`src/mrf_map.svh`:
```
// Purpose: register offsets, field positions, reset values and timing
// Assumes: register port uses the printed offsets as addresses
// Notes: definitions only
`ifndef MRF_MAP_SVH
`define MRF_MAP_SVH

// ----------------------------------------------------------------------
// register offsets
// ----------------------------------------------------------------------
`define MRF_TX_OFS 8'h23
`define MRF_RX_OFS 8'h24
`define MRF_THR_OFS 8'h25
`define MRF_JAB_OFS 8'h27

// ----------------------------------------------------------------------
// fifo port field positions
// ----------------------------------------------------------------------
`define MRF_LVL_HI 15
`define MRF_LVL_LO 12
`define MRF_FLAG_BIT 11
`define MRF_FULL_BIT 10
`define MRF_EMPTY_BIT 9
`define MRF_PAR_BIT 8
`define MRF_RXTHR_HI 7
`define MRF_RXTHR_LO 4
`define MRF_TXTHR_HI 3
`define MRF_TXTHR_LO 0

// ----------------------------------------------------------------------
// reset values and sizes
// ----------------------------------------------------------------------
`define MRF_RX_RESET 16'h0200
`define MRF_THR_RESET 16'h0000
`define MRF_JAB_RESET 16'h0000
`define MRF_FIFO_DEPTH 15

// ----------------------------------------------------------------------
// timing
// ----------------------------------------------------------------------
`define MRF_STEP_NS 2048000
`define MRF_CLK_NS 100

`endif

```
`src/mrf_pkg.sv`:
```
// Purpose: shared types of the modem fifo port block
// Assumes: nothing beyond the map header
// Notes: talk time-out sequencer states
package mrf_pkg;

  // ----------------------------------------------------------------------
  // talk time-out states
  // ----------------------------------------------------------------------
  typedef enum logic [1:0] {
    MRF_JAB_IDLE = 2'b00,
    MRF_JAB_RUN = 2'b01,
    MRF_JAB_TRIP = 2'b10
  } mrf_jab_type;

endpackage

```
`src/mrf_top.sv`:
```
// Purpose: receive/transmit fifo ports, alarm thresholds, talk time-out
// Assumes: host register port and modem side run on mclk
// Notes: reading the receive port pops one entry
//
// Summary of operation
// - receive port register is read only; writes change nothing
// - bits 15..12 give receive fill count, zero after reset
// - bit 11 set when fill count reached a nonzero alarm threshold
// - bit 10 set while receive fifo holds its maximum entries
// - bit 9 set while receive fifo empty; reset value 0x0200
// - bit 8 is odd parity over the presented data byte
// - bits 7..0 are the received byte from the demodulator
// - bits 7..4 of threshold register: receive threshold, read-write
// - bits 3..0: transmit threshold, read-write; bits 15..8 read zero
// - talk time-out is 8-bit value times 2.048 ms, reset zero
// - receive threshold event masked from irq while mask bit set
// - transmit port register: same status, bits 8..0 read zero; host writes carry data and parity
`timescale 1ns/1ps
`include "mrf_map.svh"

module mrf_top
  import mrf_pkg::*;
#(
  parameter int DEPTH = `MRF_FIFO_DEPTH,
  parameter int STEP_CYC = `MRF_STEP_NS / `MRF_CLK_NS
) (
  input wire logic mclk,
  input wire logic rst,
  input wire logic [7:0] reg_addr,
  input wire logic reg_wr,
  input wire logic [15:0] reg_wdata,
  input wire logic reg_rd,
  output logic [15:0] reg_rdata,
  output logic reg_rvalid,
  input wire logic rx_valid,
  input wire logic [7:0] rx_data,
  output logic rx_ready,
  output logic tx_valid,
  output logic [7:0] tx_data,
  output logic tx_parity,
  input wire logic tx_ready,
  input wire logic tx_active,
  output logic jabber_trip,
  input wire logic rx_level_mask,
  output logic rx_threshold_event,
  output logic rx_level_irq
);

  localparam int PW = (DEPTH > 1) ? $clog2(DEPTH) : 1;
  localparam int STEPW = $clog2(STEP_CYC + 1);
  localparam logic [3:0] FULL_CNT = 4'(DEPTH);

  // ----------------------------------------------------------------------
  // state of the block
  // ----------------------------------------------------------------------
  typedef struct packed {
    logic [DEPTH-1:0][7:0] rmem;
    logic [PW-1:0] rwp;
    logic [PW-1:0] rrp;
    logic [3:0] rcnt;
    logic [DEPTH-1:0][8:0] tmem;
    logic [PW-1:0] twp;
    logic [PW-1:0] trp;
    logic [3:0] tcnt;
    logic [3:0] rthr;
    logic [3:0] tthr;
    logic [7:0] tout;
    mrf_jab_type jab;
    logic [STEPW-1:0] step;
    logic [7:0] units;
    logic [15:0] rdata;
    logic rvalid;
  } mrf_state_type;

  mrf_state_type s_q;
  mrf_state_type s_d;
  logic rx_push;
  logic rx_pop;
  logic tx_push;
  logic tx_pop;
  logic [7:0] rx_head;
  logic rx_flag;

  // ----------------------------------------------------------------------
  // helpers
  // ----------------------------------------------------------------------
  // pointer step with wrap at the fifo depth
  function automatic logic [PW-1:0] ptr_inc(input logic [PW-1:0] p);
    ptr_inc = (p == PW'(DEPTH - 1)) ? '0 : p + 1'b1;
  endfunction

  // threshold compare; zero threshold means not programmed
  function automatic logic lvl_hit(input logic [3:0] cnt,
                                   input logic [3:0] thr);
    lvl_hit = (thr != 4'h0) && (cnt >= thr);
  endfunction

  // common status half of both fifo ports
  function automatic logic [15:0] status(input logic [3:0] cnt,
                                         input logic [3:0] thr);
    logic [15:0] v;
    v = 16'h0000;
    v[`MRF_LVL_HI:`MRF_LVL_LO] = cnt;
    v[`MRF_FLAG_BIT] = lvl_hit(cnt, thr);
    v[`MRF_FULL_BIT] = (cnt == FULL_CNT);
    v[`MRF_EMPTY_BIT] = (cnt == 4'h0);
    status = v;
  endfunction

  // ----------------------------------------------------------------------
  // handshakes and strobes
  // ----------------------------------------------------------------------
  // fifo flow control toward demodulator and modulator
  assign rx_ready = (s_q.rcnt != FULL_CNT);
  assign rx_push = rx_valid && rx_ready;
  assign rx_pop = reg_rd && (reg_addr == `MRF_RX_OFS) && (s_q.rcnt != 4'h0);
  assign tx_push = reg_wr && (reg_addr == `MRF_TX_OFS) &&
                   (s_q.tcnt != FULL_CNT);
  assign tx_valid = (s_q.tcnt != 4'h0);
  assign tx_pop = tx_valid && tx_ready;
  assign rx_head = s_q.rmem[s_q.rrp];
  assign tx_data = s_q.tmem[s_q.trp][7:0];
  assign tx_parity = s_q.tmem[s_q.trp][8];
  assign reg_rdata = s_q.rdata;
  assign reg_rvalid = s_q.rvalid;
  assign jabber_trip = (s_q.jab == MRF_JAB_TRIP);
  assign rx_flag = lvl_hit(s_q.rcnt, s_q.rthr);
  assign rx_threshold_event = rx_flag;
  assign rx_level_irq = rx_flag && !rx_level_mask;

  // ----------------------------------------------------------------------
  // next state
  // ----------------------------------------------------------------------
  always_comb begin
    s_d = s_q;
    s_d.rvalid = reg_rd;
    // receive fifo; host writes to its port are never looked at
    if (rx_push) begin
      s_d.rmem[s_q.rwp] = rx_data;
      s_d.rwp = ptr_inc(s_q.rwp);
    end
    if (rx_pop) begin
      s_d.rrp = ptr_inc(s_q.rrp);
    end
    // count moves only by push and pop
    if (rx_push && !rx_pop) begin
      s_d.rcnt = s_q.rcnt + 4'h1;
    end else if (rx_pop && !rx_push) begin
      s_d.rcnt = s_q.rcnt - 4'h1;
    end
    // transmit fifo fed by host writes
    if (tx_push) begin
      s_d.tmem[s_q.twp] = reg_wdata[`MRF_PAR_BIT:0];
      s_d.twp = ptr_inc(s_q.twp);
    end
    if (tx_pop) begin
      s_d.trp = ptr_inc(s_q.trp);
    end
    if (tx_push && !tx_pop) begin
      s_d.tcnt = s_q.tcnt + 4'h1;
    end else if (tx_pop && !tx_push) begin
      s_d.tcnt = s_q.tcnt - 4'h1;
    end
    if (reg_wr && (reg_addr == `MRF_THR_OFS)) begin
      s_d.rthr = reg_wdata[`MRF_RXTHR_HI:`MRF_RXTHR_LO];
      s_d.tthr = reg_wdata[`MRF_TXTHR_HI:`MRF_TXTHR_LO];
    end
    if (reg_wr && (reg_addr == `MRF_JAB_OFS)) begin
      s_d.tout = reg_wdata[7:0];
    end
    // read mux, answer one cycle after the strobe
    if (reg_rd) begin
      case (reg_addr)
        `MRF_RX_OFS: begin
          s_d.rdata = status(s_q.rcnt, s_q.rthr);
          // byte with odd parity
          // empty port keeps byte and parity at zero, as after reset
          if (s_q.rcnt != 4'h0) begin
            s_d.rdata[7:0] = rx_head;
            s_d.rdata[`MRF_PAR_BIT] = ~^rx_head;
          end
        end
        `MRF_TX_OFS: begin
          s_d.rdata = status(s_q.tcnt, s_q.tthr);
        end
        `MRF_THR_OFS: begin
          s_d.rdata = {8'h00, s_q.rthr, s_q.tthr};
        end
        `MRF_JAB_OFS: begin
          s_d.rdata = {8'h00, s_q.tout};
        end
        default: begin
          s_d.rdata = 16'h0000;
        end
      endcase
    end
    // count 2.048 ms steps while transmitting
    case (s_q.jab)
      MRF_JAB_IDLE: begin
        s_d.step = '0;
        s_d.units = 8'h00;
        if (tx_active && (s_q.tout != 8'h00)) begin
          s_d.jab = MRF_JAB_RUN;
        end
      end
      MRF_JAB_RUN: begin
        if (!tx_active) begin
          s_d.jab = MRF_JAB_IDLE;
        end else if (s_q.step == STEPW'(STEP_CYC - 1)) begin
          s_d.step = '0;
          s_d.units = s_q.units + 8'h01;
          if ((s_q.units + 8'h01) == s_q.tout) begin
            s_d.jab = MRF_JAB_TRIP;
          end
        end else begin
          s_d.step = s_q.step + 1'b1;
        end
      end
      MRF_JAB_TRIP: begin
        if (!tx_active) begin
          s_d.jab = MRF_JAB_IDLE;
        end
      end
      default: begin
        s_d.jab = MRF_JAB_IDLE;
      end
    endcase
  end

  // ----------------------------------------------------------------------
  // state register
  // ----------------------------------------------------------------------
  always_ff @(posedge mclk) begin
    if (rst) begin
      s_q <= '0;
      s_q.rthr <= 4'(`MRF_THR_RESET >> `MRF_RXTHR_LO);
      s_q.tthr <= 4'(`MRF_THR_RESET);
      s_q.tout <= 8'(`MRF_JAB_RESET);
      s_q.jab <= MRF_JAB_IDLE;
    end else begin
      s_q <= s_d;
    end
  end
endmodule

```
`config.mk`:
```
export PLATFORM = sky130hd
export DESIGN_NAME = mrf_top
export DESIGN_NICKNAME = d
export VERILOG_FILES = /design/src/mrf_pkg.sv /design/src/mrf_top.sv
export VERILOG_INCLUDE_DIRS = /design/src
export SDC_FILE = /design/constraint.sdc
export NUM_CORES = 1
export LEC_CHECK = 0
export ABC_AREA = 1
export BUFFER_PORTS_ARGS = -buffer_cell sky130_fd_sc_hd__buf_2
export CAP_MARGIN = 20
export CELL_PAD_IN_SITES_DETAIL_PLACEMENT = 0
export CELL_PAD_IN_SITES_GLOBAL_PLACEMENT = 2
export CORE_ASPECT_RATIO = 1.2
export CORE_MARGIN = 1
export CORE_UTILIZATION = 30
export DETAILED_ROUTE_END_ITERATION = 8
export PLACE_DENSITY_LB_ADDON = 0.1
export SYNTH_ARGS = -nofsm -noshare
export SYNTH_HDL_FRONTEND = slang
export SYNTH_SLANG_ARGS = --single-unit
```
`constraint.sdc`:
```
create_clock -name mclk -period 3.65 [get_ports mclk]
set_input_delay 0.73 -clock mclk [delete_from_list [all_inputs] [get_ports mclk]]
set_output_delay 0.73 -clock mclk [all_outputs]
set_load 0.02 [all_outputs]
```
==> flow_summary.yaml, run 1 <==
routing:
  drc: 0
  first_iter_violations: 777
  drt_wl_total_um: 54000
  via_count: 14400
  drtPass1Iterations: 5
  detail-route-antenna-nets: 0
  wl_per_cell_um: 18.2
  viasPerCell: 4.86
sta:
  timing.fmax_ghz: 0.285
  min_period_ns: 3.50
  finalHoldViolCount: 0
  clock_skew_ns: 0.0189
  final.setup.tns_ns: 0
  worst_pin_slew_ns: 1.02
  fin_crit_sh_pct: 96.0
  slew_viol_final: 0
  setup_viol: 0
  rsz0062_at_grt: "no"
  slew_headroom_pct: 32.1
place:
  place_area_sq_um: 16600
  place_inst: 2890
  dp_hpwl_um: 35900
  gp_congestion: 0.802
  port_buffers: 63
clock_tree:
  insertion_delay_ns: 0.57
  cts_tree: "built"
  root_buffer: "clkbuf_16"
  cts_made_buffers: 42
  htreeDepth: 2
  clk_path_buf_depth: 3
  clk_pin_slew_ns: 0.06
  post_cts_buffers: 0
  cts.sinks: 337
layout:
  multi_input_area_sq_um: 7330
  layout-drive-gt1-share_pct: 8.95
  instances_no_fill: 2965
  n_fill_cell: 5613
  fin_nets: 2295
  num_antenna_cells: 0
  final_area_sq_um: 18000
  final_core_util_pct: 34.9
  ff_latch_area_sq_um: 6750
  syn2layout_area_growth_pct: 14.5
worst_setup_path:
  critPathMaxFanout: 9
  reg2reg_slack_ns: 0.76
  critPathLaunchType: "register"
  cp-end-kind: "output port"
  crit_type: "reg -> out"
  critPathArrivalTime_ns: 2.77
  cp.required_ns: 2.92
worst_hold_path:
  hold_path.class: "reg -> reg"
power:
  power_mw: 9.50
  power_density_nw_per_um2: 528
  leakagePower_nw: 7.05
  ir_worst_vdd_v: 0.000303
yosys:
  synth_nets: 2284
  netlist_top_cells_area: "dfxtp_1 43%, o21ai_0 10%, nand2_1 8.3%"
  yosysSeqAreaShare_pct: 42.9
  ys_seq_elements: 337
  async_flop_share_pct: 0
  synth_area_sq_um: 15700
  netlist.area_leader.share_pct: 42.9
  synth_warnings: 0
  netlist_instances: 2226
  synthFlopType: "dfxtp_1"
  synth_top_area_cell: "dfxtp_1"
  synth.distinct_cells: 49
  synth_edf_count: 0
  syn_avg_cell_area_sq_um: 7.06
die:
  die_width_um: 211
  die-area_sq_um: 53300
  io_pins: 71
  row_count: 91
  die_h_um: 253
  coreArea_sq_um: 51600
  start_util_pct: 30.5
flow_run:
  maxCapViolations: 0
grt:
  antenna_found_initial: 1
  grt_pass1_wl_um: 83700
  grt_start_max_net_pins: 80
  groute.usage.overall_pct: 20.5
  grt.overflow.total: 0
  grt_pass1_vias: 13700
run_status:
  status: "finished, final reports clean"
[report_power, final]
part	switching (mW)	internal [mW]	total (mW)
logic	1.00	0.445	1.45
registers	0.0719	3.75	3.82
clock network	1.69	2.54	4.24
total	2.77	6.73	9.50
[registers in the layout, indices dropped and copies added, names as in the netlist]
signal and count:
s_q 320, reg_rdata 16, reg_rvalid 1
[path summary, 6_finish.rpt]
path,from,endpoint,cells past startpoint
setup reg to reg,s_q[206],s_q[208],14
hold reg to reg,s_q[217],s_q[217],2
hold / removal,s_q[217],s_q[217],2
setup / recovery,s_q[62],tx_data[1],8
[stage by stage]
step | hold slack, ns | worst slack [ns]
detailed placement | 0.441 | 0.257
CTS | 0.450 | 0.00681
floorplan | 0.423 | 0.612
finish | 0.448 | 0.146
global placement | 0.433 | 0.279
global route | 0.467 | 0.00693
[layout by cell type, fill, tap and decap left out, drive strengths merged, types with 4 or more instances in the layout]
cell and count:
a221oi 4, dfxtp 337, clkinv 18, nand4 15
a211oi 34, o22ai 4, inv 261, o21ai 322
xor2 13, nor4 4, buf 103, nor2 265
ha 16, o2111ai 13, nor3 15, a31oi 21
a21oi 257, nand3 90, o211ai 5, o221ai 23
clkbuf 64, nand2 355
[Yosys cell counts (all sizes together), types with 2 or more instances]
cell / instances
a211oi: 34
o22ai: 4
nor2: 265
or2: 3
nand3: 90
nand2: 355
dfxtp: 337
xor2: 13
o221ai: 23
nor3: 15
a22oi: 3
nand3b: 2
clkbuf: 91
buf: 45
o2111ai: 13
and3: 2
a31o: 2
xnor2: 3
clkinv: 11
ha: 16
o21ai: 322
nor4: 4
a31oi: 21
inv: 260
o21a: 3
o211ai: 5
a21oi: 257
nand4: 15
fa: 2
a221oi: 4
[cell families after synthesis]
| group | count (synthesis) | synth area share, % |
|---|---|---|
| adders and majority gates | 18 | 1.53 |
| AOI/OAI and AO/OA | 696 | 24.2 |
| DFF | 337 | 42.9 |
| xor gates and xnor gates | 16 | 0.891 |
| buffers and inverters | 407 | 10.5 |
| and+or+nand+nor | 752 | 20.0 |
[critical path, stage by stage (launching register included)]
cell,delay (ns)
dfxtp_1,0.47
buf_4,0.23
nand2_1,0.07
inv_1,0.30
nand2_1,0.09
o2111ai_1,0.15
o21ai_0,0.16
o21ai_0,0.45
buf_2,0.26
[area by class of cell]
type	instances	share of cell area [%]
multi-input cells	1482	40.7
flip-flops and latches	337	37.5
clock buffers	64	7.08
inverters	271	5.68
well taps	697	4.84
repair buffers	103	3.57
clock inverters	11	0.639
[metal layers]
layer	routed length [um]	up-vias	share of wire, %	global-route usage [%]
li1	-	7411	-	-
met1	23800	6699	44	25.6
met2	26900	219	50	36.1
met3	1560	88	2.9	2.30
met4	1700	0	3.2	7.76
met5	0	-	0	0
[what timing repair did]
action                                  in CTS  in global routing
hold buffers                                 0                  0
resized for setup                            0                  1
endpoints found under the setup margin       0                  1
(Power assumes the default switching activity.)
==> inputs of run 2 (changes only) <==
Settings changed: SETUP_SLACK_MARGIN set to 0.5.
Clock period 3.65 ns to 4.35 ns, I/O delays scaled along.
==> run 2 against run 1 <==
  * Cell area decreased by 1.1%
  * Highest routed layer unchanged
  * Clock power decreased by 22%
  * First-iteration DRC count increased by 6.9%
  * Sequential power fell by 16%
  * Clock skew fell by 0.0022 ns
  * Combinational power is 17% lower
  * Sequential share of layout area is 0.41 points higher
  * Critical path depth up 1
  * Die area stayed put
  * Setup slack better by 0.54 ns
==> flow_summary.yaml, run 2 (synthesis results as in run 1) <==
worst_setup_path:
  reg2reg_slack_ns: 1.34
  path_cells: "buf_4 -> nor2_2 -> buf_4 -> clkinv_1 -> buf_4 -> o221ai_1 -> o21ai_0 -> o2111ai_1 -> buf_2"
  cp-end-kind: "output port"
  critPathMaxFanout: 24
  cp_slowest_cell: "dfxtp_1"
  critPathLaunchType: "register"
  cpPeakStageDelay_ns: 0.36
  critPathArrivalTime_ns: 2.80
  cp.required_ns: 3.48
  crit_type: "reg -> out"
  crit_top_cell: "buf_4"
clock_tree:
  clk_pin_slew_ns: 0.06
  cts_tree: "built"
  root_buffer: "clkbuf_16"
  clk_path_buf_depth: 3
  cts_made_buffers: 41
  insertion_delay_ns: 0.55
  htreeDepth: 2
  post_cts_buffers: 0
  cts.sinks: 337
power:
  leakagePower_nw: 6.95
  ir_worst_vdd_v: 0.000243
  power_density_nw_per_um2: 433
die:
  die_width_um: 211
  die-area_sq_um: 53300
  die_h_um: 253
  io_pins: 71
  start_util_pct: 30.5
  row_count: 91
  coreArea_sq_um: 51600
grt:
  grt_pass1_wl_um: 83600
  antenna_found_initial: 0
  top_usage_layer: "met2"
  grt.overflow.total: 0
  gr-usage-met1_pct: 25.7
  grtUsageMet3_pct: 2.75
  grt_start_max_net_pins: 98
  groute.usage.overall_pct: 20.5
  gr-usage-met2_pct: 36.1
  grt_pass1_vias: 13800
sta:
  finalHoldViolCount: 0
  slew_headroom_pct: 33.8
  setup_viol: 0
  slew_viol_final: 0
  holdWs_ns: 0.449
  clock_skew_ns: 0.0167
  fin_crit_sh_pct: 84.3
  timing.fmax_ghz: 0.273
  rsz0062_at_grt: "no"
  min_period_ns: 3.67
  final.setup.tns_ns: 0
  worst_pin_slew_ns: 0.989
routing:
  viasPerCell: 4.90
  drtPass1Iterations: 5
  first_iter_violations: 831
  drt_wl_total_um: 54000
  via_count: 14500
  drc: 0
  wl_per_cell_um: 18.3
  detail-route-antenna-nets: 0
layout:
  instances_no_fill: 2952
  num_antenna_cells: 0
  max_flop_register: "s_q"
  fin_nets: 2284
  most-common-layout-cells: "347 x nand2_1, 336 x dfxtp_1, 318 x o21ai_0"
  final_area_sq_um: 17800
  final_core_util_pct: 34.5
  final_common_cell: "nand2_1"
  layout-drive-gt1-share_pct: 8.25
  syn2layout_area_growth_pct: 13.3
  largest_reg_flops: 320
  n_fill_cell: 5622
place:
  place_inst: 2880
  place_area_sq_um: 16500
  port_buffers: 63
  dp_hpwl_um: 35400
  gp_congestion: 0.794
run_status:
  status: "finished, final reports clean"
worst_hold_path:
  hold_path.class: "reg -> reg"
flow_run:
  maxCapViolations: 0
[run 2: worst paths after layout]
| kind | start | end | cells after the start |
|---|---|---|---|
| worst min register to register | s_q[74] | s_q[74] | 2 |
| worst min-delay path | s_q[74] | s_q[74] | 2 |
| worst max-delay path | s_q[62] | tx_data[2] | 9 |
| worst max register to register | s_q[206] | s_q[208] | 14 |
[run 2: per-stage QoR]
stage	setup WS (ns)	power, mW
floorplan	1.17	4.01
global placement	0.591	4.50
detailed placement	0.588	4.51
CTS	0.568	7.88
global route	0.503	8.10
finish	0.684	7.71
[run 2: report_power, final]
group	total, mW	switching (mW)	internal (mW)
Clock	3.30	1.36	1.95
Sequential	3.20	0.0549	3.14
Combinational	1.21	0.845	0.363
[run 2: layer usage]
layer	wire (um)	vias to the layer above	part of all wire (%)
met1	24000	6766	44
li1	-	7377	-
met3	1690	87	3.1
met2	26800	234	50
met5	0	-	0
met4	1560	0	2.9
[run 2: timing repair]
item	CTS	global route
hold buffers	0	0
gates resized for setup	0	2
setup endpoints to repair	0	2
[run 2: area by class of cell]
type / instances / area (sq um) / share of cell area (%)
multi-input cells: 1482 / 7330 / 41.2
flip-flops and latches: 337 / 6750 / 37.9
clock buffers: 63 / 1200 / 6.73
inverters: 271 / 1020 / 5.74
well taps: 697 / 872 / 4.90
repair buffers: 93 / 568 / 3.19
clock inverters: 9 / 70.1 / 0.393
[run 2: worst max-delay path, delay by kind of cell, from the launching register on]
kind,cells,cell delay (ns)
buf+inv,5,1.05
simple gates,1,0.05
compound gates,3,0.77
flops,1,0.36
